[config.mk]
export PLATFORM = sky130hd
export DESIGN_NAME = ulc_line_ctrl
export DESIGN_NICKNAME = d
export VERILOG_FILES = /design/src/hdl/ulc_pkg.sv /design/src/hdl/ulc_line_ctrl.sv /design/src/hdl/ulc_fifo.sv
export VERILOG_INCLUDE_DIRS = /design/src /design/src/hdl
export SDC_FILE = /design/constraint.sdc
export NUM_CORES = 1
export LEC_CHECK = 0
export BUFFER_PORTS_ARGS = -buffer_cell sky130_fd_sc_hd__buf_2
export CAP_MARGIN = 0
export CORE_MARGIN = 4
export CORE_UTILIZATION = 25
export DETAILED_ROUTE_END_ITERATION = 8
export PLACE_DENSITY = 0.47
export SLEW_MARGIN = 20
export SYNTH_ARGS = -nofsm -noshare
export SYNTH_HDL_FRONTEND = slang
export SYNTH_SLANG_ARGS = --single-unit
export TNS_END_PERCENT = 30
[constraint.sdc]
create_clock -name ref_clk -period 30.1 [get_ports ref_clk]
set_input_delay 3.01 -clock ref_clk [delete_from_list [all_inputs] [get_ports ref_clk]]
set_output_delay 3.01 -clock ref_clk [all_outputs]
set_load 0.005 [all_outputs]
[src/hdl/ulc_params.svh]
`ifndef ULC_PARAMS_SVH
`define ULC_PARAMS_SVH
`define ULC_OFS_DATA 3'h0
`define ULC_OFS_IER 3'h1
`define ULC_OFS_LCR 3'h3
`define ULC_OFS_MCR 3'h4
`define ULC_OFS_LSR 3'h5
`define ULC_LCR_RST 8'h00
`define ULC_MCR_RST 8'h00
`define ULC_IER_RST 8'h00
`define ULC_LCR_STOP 2
`define ULC_LCR_PEN 3
`define ULC_LCR_EVEN 4
`define ULC_LCR_STICK 5
`define ULC_LCR_BRK 6
`define ULC_LCR_DLS 7
`define ULC_MCR_LOOP 4
`define ULC_IER_TX_HOLDING_EMPTY_FLAG 1
`define ULC_IER_RLS 2
`define ULC_SMP_MID 6'h07
`define ULC_SMP_LAST 6'h0F
`define ULC_STOP_ONE 6'h0F
`define ULC_STOP_HALF 6'h17
`define ULC_STOP_TWO 6'h1F
`define ULC_RESYNC_CNT 6'h06
`define ULC_BRK_HIGH 2'h2
`define ULC_BAUD_DIV 68
`endif

[src/hdl/ulc_pkg.sv]
package ulc_pkg;
    typedef enum logic [5:0] {
        RX_IDLE = 6'h01,
        RX_START = 6'h02,
        RX_DATA = 6'h04,
        RX_PAR = 6'h08,
        RX_STOP = 6'h10,
        RX_BRKW = 6'h20
    } ulc_rx_t;
    typedef enum logic [4:0] {
        TX_IDLE = 5'h01,
        TX_START = 5'h02,
        TX_DATA = 5'h04,
        TX_PAR = 5'h08,
        TX_STOP = 5'h10
    } ulc_tx_t;
    typedef struct packed {
        logic brk;
        logic frm;
        logic par;
        logic [7:0] data;
    } ulc_rxent_t;
endpackage

[src/hdl/ulc_line_ctrl.sv]
`timescale 1ns/100ps
`include "ulc_params.svh"
////////////////////////////////////////////////////////////////////////////////
////////////////////////////////////////////////////////////////////////////////
module ulc_line_ctrl #(
    parameter int BAUD_DIV = `ULC_BAUD_DIV, // ref_clk cycles per 16x sample tick
    parameter int DEPTH = 16 // receive and transmit fifo depth, power of two
) (
    input wire logic ref_clk, // 125 MHz system clock
    input wire logic rst, // async reset, active high
    input wire logic [2:0] regAddr, // register offset
    input wire logic regWrEn, // write strobe
    input wire logic regRdEn, // read strobe
    input wire logic [7:0] regWrData, // write data
    output logic [7:0] regRdData, // read data, one cycle after strobe
    input wire logic fifoEnable, // fifo operation when high
    input wire logic serialInPin, // serial input
    output logic serialOutPin, // serial output
    output logic rxLineIrq, // receiver line status interrupt
    output logic txEmptyIrq // holding empty interrupt
);
    typedef struct packed {
        logic [15:0] divCnt;
        logic tick;
        logic [2:0] inSync;
        logic rxLine;
        logic [7:0] line_format_control;
        logic [7:0] peripheral_link_control;
        logic [7:0] interrupt_enable_reg;
        ulc_pkg::ulc_rx_t rxSt;
        logic [5:0] rxCnt;
        logic [2:0] rxBit;
        logic [7:0] rxShift;
        logic rxPar;
        logic rxAllZero;
        logic [1:0] rxHigh;
        ulc_pkg::ulc_tx_t txSt;
        logic [5:0] txCnt;
        logic [2:0] txBit;
        logic [7:0] txShift;
        logic txOut;
        logic txParBit;
        logic oe;
        logic pe;
        logic fe;
        logic bi;
        logic fifoErr;
        logic headSeen;
        logic [4:0] errCount;
        logic [7:0] rdData;
        logic serialOut;
        logic rxIrq;
        logic txIrq;
    } ulc_state_t;

    ulc_state_t s_r;
    ulc_state_t s_nxt;

    logic rxPush, rxPushAcc, rxPop, rxPopAct, rxEmpty, rxFull, rxIn, overwrite;
    logic txPush, txLoad, txEmpty, txFull, lsrRead, dataWr, tx_all_empty_flag;
    logic [7:0] txHead, lsrVal;
    logic [2:0] lastBit;
    logic [5:0] stopEnd;
    ulc_pkg::ulc_rxent_t rxEnt, rxHead;

    function automatic logic [7:0] lenMask(input logic [1:0] wl);
        return 8'hFF >> (2'h3 - wl);
    endfunction

    function automatic logic parityOf(input logic [7:0] d, input logic [7:0] line_format_control);
        if (line_format_control[`ULC_LCR_STICK]) begin
            return !line_format_control[`ULC_LCR_EVEN];
        end
        return line_format_control[`ULC_LCR_EVEN] ? ^d : !(^d);
    endfunction

    ulc_fifo #(.WIDTH(11), .DEPTH(DEPTH)) rxFifo (
        .ref_clk(ref_clk),
        .rst(rst),
        .capOne(!fifoEnable),
        .push(rxPushAcc),
        .pushData(rxEnt),
        .pop(rxPopAct),
        .headData(rxHead),
        .empty(rxEmpty),
        .full(rxFull)
    );

    ulc_fifo #(.WIDTH(8), .DEPTH(DEPTH)) txFifo (
        .ref_clk(ref_clk),
        .rst(rst),
        .capOne(!fifoEnable),
        .push(txPush),
        .pushData(regWrData),
        .pop(txLoad),
        .headData(txHead),
        .empty(txEmpty),
        .full(txFull)
    );

    ////////////////////////////////////////////////////////////////////////////
    always_comb begin
        s_nxt = s_r;
        rxPush = 1'b0;
        rxEnt = '0;
        txLoad = 1'b0;
        lastBit = 3'h4 + 3'(s_r.line_format_control[1:0]);
        // one stop unless the stop bit is set; then 1.5 stops with five bits, two otherwise
        stopEnd = !s_r.line_format_control[`ULC_LCR_STOP] ? `ULC_STOP_ONE :
            (s_r.line_format_control[1:0] == 2'h0) ? `ULC_STOP_HALF : `ULC_STOP_TWO;
        rxIn = s_r.peripheral_link_control[`ULC_MCR_LOOP] ? s_r.txOut : s_r.rxLine;
        dataWr = regWrEn && !s_r.line_format_control[`ULC_LCR_DLS];
        txPush = dataWr && (regAddr == `ULC_OFS_DATA);
        rxPop = regRdEn && !s_r.line_format_control[`ULC_LCR_DLS] && (regAddr == `ULC_OFS_DATA);
        lsrRead = regRdEn && (regAddr == `ULC_OFS_LSR);
        tx_all_empty_flag = txEmpty && (s_r.txSt == ulc_pkg::TX_IDLE);
        lsrVal = {s_r.fifoErr, tx_all_empty_flag, txEmpty, s_r.bi, s_r.fe, s_r.pe, s_r.oe, !rxEmpty};

        // 16x sample tick
        s_nxt.tick = 1'b0;
        if (s_r.divCnt == 16'(BAUD_DIV - 1)) begin
            s_nxt.divCnt = '0;
            s_nxt.tick = 1'b1;
        end else begin
            s_nxt.divCnt = s_r.divCnt + 16'h0001;
        end
        s_nxt.inSync = {s_r.inSync[1:0], serialInPin};
        if (s_r.inSync[1] == s_r.inSync[2]) begin
            s_nxt.rxLine = s_r.inSync[1];
        end

        // register writes; mcr bits other than loop only store
        if (regWrEn && regAddr == `ULC_OFS_LCR) begin
            s_nxt.line_format_control = regWrData;
        end
        if (regWrEn && regAddr == `ULC_OFS_MCR) begin
            s_nxt.peripheral_link_control = regWrData;
        end
        if (dataWr && regAddr == `ULC_OFS_IER) begin
            s_nxt.interrupt_enable_reg = regWrData;
        end

        ////////////////////////////////////////////////////////////////////////
        // receiver
        if (s_r.tick) begin
            case (s_r.rxSt)
                ulc_pkg::RX_IDLE: begin
                    s_nxt.rxCnt = '0;
                    if (!rxIn) begin
                        s_nxt.rxSt = ulc_pkg::RX_START;
                    end
                end
                ulc_pkg::RX_START: begin
                    s_nxt.rxCnt = s_r.rxCnt + 6'h01;
                    if (rxIn) begin
                        s_nxt.rxSt = ulc_pkg::RX_IDLE;
                    end else if (s_r.rxCnt == `ULC_SMP_MID) begin
                        s_nxt.rxSt = ulc_pkg::RX_DATA;
                        s_nxt.rxCnt = '0;
                        s_nxt.rxBit = '0;
                        s_nxt.rxShift = '0;
                        s_nxt.rxAllZero = 1'b1;
                    end
                end
                ulc_pkg::RX_DATA: begin
                    s_nxt.rxCnt = s_r.rxCnt + 6'h01;
                    if (s_r.rxCnt == `ULC_SMP_LAST) begin
                        s_nxt.rxCnt = '0;
                        s_nxt.rxShift[s_r.rxBit] = rxIn;
                        s_nxt.rxAllZero = s_r.rxAllZero && !rxIn;
                        s_nxt.rxBit = s_r.rxBit + 3'h1;
                        if (s_r.rxBit == lastBit) begin
                            s_nxt.rxSt = s_r.line_format_control[`ULC_LCR_PEN] ? ulc_pkg::RX_PAR : ulc_pkg::RX_STOP;
                        end
                    end
                end
                ulc_pkg::RX_PAR: begin
                    s_nxt.rxCnt = s_r.rxCnt + 6'h01;
                    if (s_r.rxCnt == `ULC_SMP_LAST) begin
                        s_nxt.rxCnt = '0;
                        s_nxt.rxPar = rxIn;
                        s_nxt.rxAllZero = s_r.rxAllZero && !rxIn;
                        s_nxt.rxSt = ulc_pkg::RX_STOP;
                    end
                end
                ulc_pkg::RX_STOP: begin
                    s_nxt.rxCnt = s_r.rxCnt + 6'h01;
                    if (s_r.rxCnt == `ULC_SMP_LAST) begin
                        rxPush = 1'b1;
                        rxEnt.data = s_r.rxShift;
                        rxEnt.par = s_r.line_format_control[`ULC_LCR_PEN] &&
                            (s_r.rxPar != parityOf(s_r.rxShift, s_r.line_format_control));
                        s_nxt.rxCnt = '0;
                        s_nxt.rxSt = ulc_pkg::RX_IDLE;
                        if (!rxIn && s_r.rxAllZero) begin
                            // low through the whole frame: one zero character only
                            rxEnt = '0;
                            rxEnt.brk = 1'b1;
                            s_nxt.rxHigh = '0;
                            s_nxt.rxSt = ulc_pkg::RX_BRKW;
                        end else if (!rxIn) begin
                            rxEnt.frm = 1'b1;
                            // the low stop is taken as the next start, checked once more
                            s_nxt.rxCnt = `ULC_RESYNC_CNT;
                            s_nxt.rxSt = ulc_pkg::RX_START;
                        end
                    end
                end
                ulc_pkg::RX_BRKW: begin
                    s_nxt.rxHigh = rxIn ? s_r.rxHigh + 2'h1 : 2'h0;
                    if (rxIn && (s_r.rxHigh + 2'h1 == `ULC_BRK_HIGH)) begin
                        s_nxt.rxSt = ulc_pkg::RX_IDLE;
                    end
                end
                default: begin
                    s_nxt.rxSt = ulc_pkg::RX_IDLE;
                end
            endcase
        end

        // receive buffer: fifo drops the new character, single buffer overwrites
        overwrite = rxPush && rxFull && !fifoEnable;
        rxPushAcc = rxPush && (!rxFull || !fifoEnable);
        rxPopAct = (rxPop && !rxEmpty) || overwrite;

        // parity, framing and break errors travel with their character and show at the head
        if (lsrRead) begin
            s_nxt.oe = 1'b0;
            s_nxt.pe = 1'b0;
            s_nxt.fe = 1'b0;
            s_nxt.bi = 1'b0;
        end
        if (rxPush && rxFull) begin
            s_nxt.oe = 1'b1;
        end
        if (!rxEmpty && !s_r.headSeen) begin
            s_nxt.pe = s_nxt.pe || rxHead.par;
            s_nxt.fe = s_nxt.fe || rxHead.frm;
            s_nxt.bi = s_nxt.bi || rxHead.brk;
            s_nxt.headSeen = 1'b1;
        end
        if (rxPopAct) begin
            s_nxt.headSeen = 1'b0;
        end
        s_nxt.errCount = s_r.errCount + 5'(rxPushAcc && (rxEnt.par || rxEnt.frm || rxEnt.brk))
            - 5'(rxPopAct && (rxHead.par || rxHead.frm || rxHead.brk));
        s_nxt.fifoErr = fifoEnable && ((s_r.errCount != '0) || (s_r.fifoErr && !lsrRead));

        ////////////////////////////////////////////////////////////////////////
        // transmitter; shifter runs freely, break only touches the pin
        case (s_r.txSt)
            ulc_pkg::TX_IDLE: begin
                s_nxt.txOut = 1'b1;
                if (!txEmpty) begin
                    txLoad = 1'b1;
                    s_nxt.txShift = txHead & lenMask(s_r.line_format_control[1:0]);
                    s_nxt.txParBit = parityOf(txHead & lenMask(s_r.line_format_control[1:0]), s_r.line_format_control);
                    s_nxt.txCnt = '0;
                    s_nxt.txOut = 1'b0;
                    s_nxt.txSt = ulc_pkg::TX_START;
                end
            end
            ulc_pkg::TX_START: begin
                if (s_r.tick) begin
                    s_nxt.txCnt = s_r.txCnt + 6'h01;
                    if (s_r.txCnt == `ULC_SMP_LAST) begin
                        s_nxt.txCnt = '0;
                        s_nxt.txBit = '0;
                        s_nxt.txOut = s_r.txShift[0];
                        s_nxt.txSt = ulc_pkg::TX_DATA;
                    end
                end
            end
            ulc_pkg::TX_DATA: begin
                if (s_r.tick) begin
                    s_nxt.txCnt = s_r.txCnt + 6'h01;
                    if (s_r.txCnt == `ULC_SMP_LAST) begin
                        s_nxt.txCnt = '0;
                        s_nxt.txBit = s_r.txBit + 3'h1;
                        s_nxt.txShift = {1'b0, s_r.txShift[7:1]};
                        s_nxt.txOut = s_r.txShift[1];
                        if (s_r.txBit == lastBit) begin
                            s_nxt.txOut = s_r.line_format_control[`ULC_LCR_PEN] ? s_r.txParBit : 1'b1;
                            s_nxt.txSt = s_r.line_format_control[`ULC_LCR_PEN] ? ulc_pkg::TX_PAR : ulc_pkg::TX_STOP;
                        end
                    end
                end
            end
            ulc_pkg::TX_PAR: begin
                if (s_r.tick) begin
                    s_nxt.txCnt = s_r.txCnt + 6'h01;
                    if (s_r.txCnt == `ULC_SMP_LAST) begin
                        s_nxt.txCnt = '0;
                        s_nxt.txOut = 1'b1;
                        s_nxt.txSt = ulc_pkg::TX_STOP;
                    end
                end
            end
            ulc_pkg::TX_STOP: begin
                if (s_r.tick) begin
                    s_nxt.txCnt = s_r.txCnt + 6'h01;
                    if (s_r.txCnt >= stopEnd) begin
                        s_nxt.txCnt = '0;
                        s_nxt.txSt = ulc_pkg::TX_IDLE;
                    end
                end
            end
            default: begin
                s_nxt.txSt = ulc_pkg::TX_IDLE;
            end
        endcase

        s_nxt.serialOut = s_r.peripheral_link_control[`ULC_MCR_LOOP] ? 1'b1 :
            s_r.line_format_control[`ULC_LCR_BRK] ? 1'b0 : s_nxt.txOut;
        s_nxt.rxIrq = s_r.interrupt_enable_reg[`ULC_IER_RLS] && (s_nxt.oe || s_nxt.pe || s_nxt.fe || s_nxt.bi);
        s_nxt.txIrq = s_r.interrupt_enable_reg[`ULC_IER_TX_HOLDING_EMPTY_FLAG] && txEmpty;

        // read data; divisor latches are outside this block and read zero
        s_nxt.rdData = s_r.rdData;
        if (regRdEn) begin
            case (regAddr)
                `ULC_OFS_DATA: s_nxt.rdData = s_r.line_format_control[`ULC_LCR_DLS] ? 8'h00 : rxHead.data;
                `ULC_OFS_IER: s_nxt.rdData = s_r.line_format_control[`ULC_LCR_DLS] ? 8'h00 : s_r.interrupt_enable_reg;
                `ULC_OFS_LCR: s_nxt.rdData = s_r.line_format_control;
                `ULC_OFS_MCR: s_nxt.rdData = s_r.peripheral_link_control;
                `ULC_OFS_LSR: s_nxt.rdData = lsrVal;
                default: s_nxt.rdData = 8'h00;
            endcase
        end
    end

    always_ff @(posedge ref_clk or posedge rst) begin
        if (rst) begin
            s_r <= '0;
            s_r.inSync <= 3'h7;
            s_r.rxLine <= 1'b1;
            s_r.line_format_control <= `ULC_LCR_RST;
            s_r.peripheral_link_control <= `ULC_MCR_RST;
            s_r.interrupt_enable_reg <= `ULC_IER_RST;
            s_r.rxSt <= ulc_pkg::RX_IDLE;
            s_r.txSt <= ulc_pkg::TX_IDLE;
            s_r.txOut <= 1'b1;
            s_r.serialOut <= 1'b1;
        end else begin
            s_r <= s_nxt;
        end
    end

    assign regRdData = s_r.rdData;
    assign serialOutPin = s_r.serialOut;
    assign rxLineIrq = s_r.rxIrq;
    assign txEmptyIrq = s_r.txIrq;
endmodule

[src/hdl/ulc_fifo.sv]
`timescale 1ns/100ps
module ulc_fifo #(
    parameter int WIDTH = 8, // entry width
    parameter int DEPTH = 16, // entries, power of two
    parameter int AW = $clog2(DEPTH) // pointer width
) (
    input wire logic ref_clk, // system clock
    input wire logic rst, // async reset
    input wire logic capOne, // hold a single entry only
    input wire logic push, // write pushData
    input wire logic [WIDTH-1:0] pushData, // entry in
    input wire logic pop, // drop head entry
    output logic [WIDTH-1:0] headData, // oldest entry
    output logic empty, // no entry held
    output logic full // no room left
);
    typedef struct packed {
        logic [DEPTH-1:0][WIDTH-1:0] mem;
        logic [AW-1:0] wrPtr;
        logic [AW-1:0] rdPtr;
        logic [AW:0] count;
    } ulc_fifo_state_t;

    ulc_fifo_state_t s_r;
    ulc_fifo_state_t s_nxt;

    assign headData = s_r.mem[s_r.rdPtr];
    assign empty = (s_r.count == '0);
    // push while full is accepted only together with a pop
    assign full = capOne ? !empty : (s_r.count == (AW+1)'(DEPTH));

    always_comb begin
        s_nxt = s_r;
        if (pop && !empty) begin
            s_nxt.rdPtr = s_r.rdPtr + 1'b1;
            s_nxt.count = s_nxt.count - 1'b1;
        end
        if (push && (!full || pop)) begin
            s_nxt.mem[s_r.wrPtr] = pushData;
            s_nxt.wrPtr = s_r.wrPtr + 1'b1;
            s_nxt.count = s_nxt.count + 1'b1;
        end
    end

    always_ff @(posedge ref_clk or posedge rst) begin
        if (rst) begin
            s_r <= '0;
        end else begin
            s_r <= s_nxt;
        end
    end
endmodule

==> impl_results.md <==
- Starting density of the core: 25.16%
- Die Ht: 300.5 µm
- RePlAce Congestion: 0.7858
- Postcts setup bufs: 0
- R2R depth: 15
- Wl on met1: 26.23 mm
- Main synth FF type: dfrtp_1
- Cts bufs inserted: 52
- Mapped Cells: 1829
- CP startpoint kind: input pin
- Final worst-path cycle share: 18.29%
- Std-Cell Rows: 107
- Final setup fails: 0
- GRT Overall Usage: 12.09%
- Synth cell types: 82
- FF-to-FF Start: s_r[61]
- Core area: 85010 µm²
- H-tree levels: 2
- Max-Cap Viols: 0
- HP Start: s_nxt[99]
- Finished Layout Cells: 2988
- Top post-synthesis cells by area: dfrtp_1 (51%), mux4_2 (8.7%), mux2_2 (8.3%)
- DP Wirelength: 35.41 mm
- Status: finished clean
- Via-to-Cell Ratio: 4.661
- First-pass DRT Iterations: 7
- Pins Over Slew Limit: 0
- FF-to-FF End: s_r[15]
- First-pass GRT wire length: 86.26 mm
- Yosys warning total: 0
- Dpl cells: 2889
- Area delta synth->final: 13.94%
- Post-CTS Hold Buffers: 0
- Post-synth EDFFs: 0
- Initial antenna violation count: 2
- Area occupied by multi-input gates: 9478 µm²
- Slowest stage cell, crit path: nor4_2
- Peak Freq: 181.7 MHz
- Setup TNS: 0 ns
- Port Buf Inserts: 27
- Nets@finish: 1845
- Critical Path AT: 6.03 ns
- Die area: 90310 µm²
- Worst rel slew slack: 27.69%
- Data required, critical path: 30.63 ns
- PD cells: 63.53 nW/µm²
- Reg area: 11220 µm²
- R2R setup slack: 25.77 ns
- #FFs+latches synth: 448
- RSZ-0062 raised after global routing: false
- Drt initial violations: 991
- Share of the synthesized area in the top cell type: 51.47%
- Crit path capture type: flip-flop
- Layout cells sized above 1: 23.33%
- Min-Delay Endpoint: s_nxt[100]
- Critical-path cell list: buf_2 -> nor4_2 -> nand2_1 -> o41ai_4 -> nand2_4 -> nor2_1 -> ha_1 -> inv_1 -> ha_1 -> fa_1 -> a21oi_1 -> nor2_1 -> nor2_1 -> xnor2_1
- Clock transition at the registers of the reported paths: 0.06 ns
- Sequential share of the synthesized area: 52.46%
- Synth Net Count: 1875
- Worst slew pin tran: 1.082 ns
- Synth Area per Inst: 11.70 µm²
- Vias: 13930
- Clk_lat worst skew: 0.62 ns
- Synth Cell Area: 21390 µm²
- Chip width: 300.5 µm
- Max IR drop VDD: 0.00004492 V
- Vias in the first global route: 14220
- I/O Pins: 28
- Hold crit path type: reg2reg
- # resized after CTS: 0
- Largest net degree at the start of global routing: 164
- CTS tree: built
- Minimum clock period: 5.504 ns
- Met2 WL: 24.78 mm
- Post-synth ARST share: 100.0%
- Post-synth top area cell: dfrtp_1
- # DRC: 0
- ANT nets after route: 0
- Hold path depth: 0
- DR WL/cell: 18.11 µm
- # fillers: 8701
- Hold Vio Cnt, Final: 0
- DR WL met3: 1.948 mm
- Overflow after GRT: 0
- Setup Skew: 0.03409 ns
- Routed WL: 54.10 mm
- Most common cell on crit path: nor2_1
- CTS root buffer: clkbuf_16
- Max incr delay on CP: 0.77 ns
- Critical path peak fanout: 21
- CTS Sinks: 448
- WS Path Type: in2reg
- Fin util: 28.67%
- Pleak: 10.50 nW
- Clock Path Buffers: 3
- Top layer used by detailed routing: met5
-- state kept, by name, indices dropped and copies added (netlist names) --
name and cells:
rxFifo.s_r 189, txFifo.s_r 141, s_r 100, regRdData 8
lsrVal 5, s_nxt 2, rxLineIrq 1, serialOutPin 1
txEmptyIrq 1
-- worst max path at each step --
stage / startpoint / slack [ns] / end / depth (start not counted)
6_report: regAddr[1] / 24.60 / s_r[15] / 14
5_1_grt: regAddr[1] / 24.37 / s_r[15] / 14
4_1_cts: regAddr[1] / 24.63 / s_r[15] / 14
3_5_place_dp: regAddr[1] / 23.96 / s_r[15] / 14
3_3_place_gp: regAddr[1] / 24.06 / s_r[15] / 14
2_1_floorplan: rst / 14.62 / lsrVal[1] / 1
-- layout make-up --
type	count	share of cell area, %
Inverter	46	0.7598
Tap cell	1144	5.873
Clock buffer	74	6.335
Sequential cell	448	46.05
Clock inverter	24	1.078
Antenna cell	1	0.01027
Timing Repair Buffer	40	1.006
Multi-Input combinational cell	1211	38.89
-- critical path: cells and delay by family --
kind            cells  cell delay [ns]
compound gates      2             0.37
fa+ha+maj           3             0.73
buf+inv             2             0.26
xor+xnor            1             0.12
simple gates        6             1.52
-- cell families (layout without fill, tap and decap cells) --
kind of cell | after synthesis | in the layout | share of synthesized area, %
compound gates | 355 | 355 | 9.628
xor+xnor | 65 | 65 | 2.726
fa+ha+maj | 30 | 30 | 1.778
buf+inv | 170 | 184 | 3.352
flops | 448 | 448 | 52.46
mux | 273 | 273 | 18.60
other cells | 0 | 1 | 0
simple gates | 488 | 488 | 11.46
-- per-layer routing --
layer / global-route usage (%) / vias to the layer above
li1: - / 6486
met1: 17.50 / 7099
met2: 18.90 / 255
met3: 1.990 / 86
met4: 3.014 / 2
met5: 0 / -
-- metrics by stage --
step                power (mW)  cell area, µm²  worst slack, ns  hold WS [ns]
finish                   1.549           24370            24.60        0.3593
global route             1.624           24370            24.37        0.3612
CTS                      1.575           24350            24.63        0.3607
detailed placement      0.9107           22540            23.96        0.3518
global placement        0.9063           22540            24.06        0.3570
floorplan               0.8516           21390            14.62        0.3452
-- layout by cell type, fill, tap and decap left out, drive strengths merged, types with 40 or more instances in the layout --
| master | n |
|---|---|
| o21ai | 230 |
| dfrtp | 440 |
| nand2 | 269 |
| mux2 | 163 |
| nor2 | 58 |
| nand3 | 51 |
| inv | 49 |
| xnor2 | 50 |
| mux4 | 83 |
| buf | 40 |
| clkbuf | 74 |
-- synth_stat cells (all sizes together), types with 7 or more instances --
cell      n
a21oi    37
a22o     10
a22oi    13
a31oi    10
and3     11
buf      39
clkbuf   85
dfrtp   440
dfstp     8
ha       28
inv      46
mux2    163
mux2i    27
mux4     83
nand2   269
nand2b    8
nand3    51
nand4    13
nor2     58
nor2b    11
nor3     15
nor3b    10
nor4      7
o21ai   230
o22ai    17
xnor2    50
xor2     14
-- where the power goes --
part           internal, mW  total (mW)  switching [mW]
logic                0.0965       0.211           0.114
clock network         0.386       0.653           0.267
registers             0.645       0.684          0.0392
total                  1.13        1.55           0.421
Power figures use the tool's default switching activity.
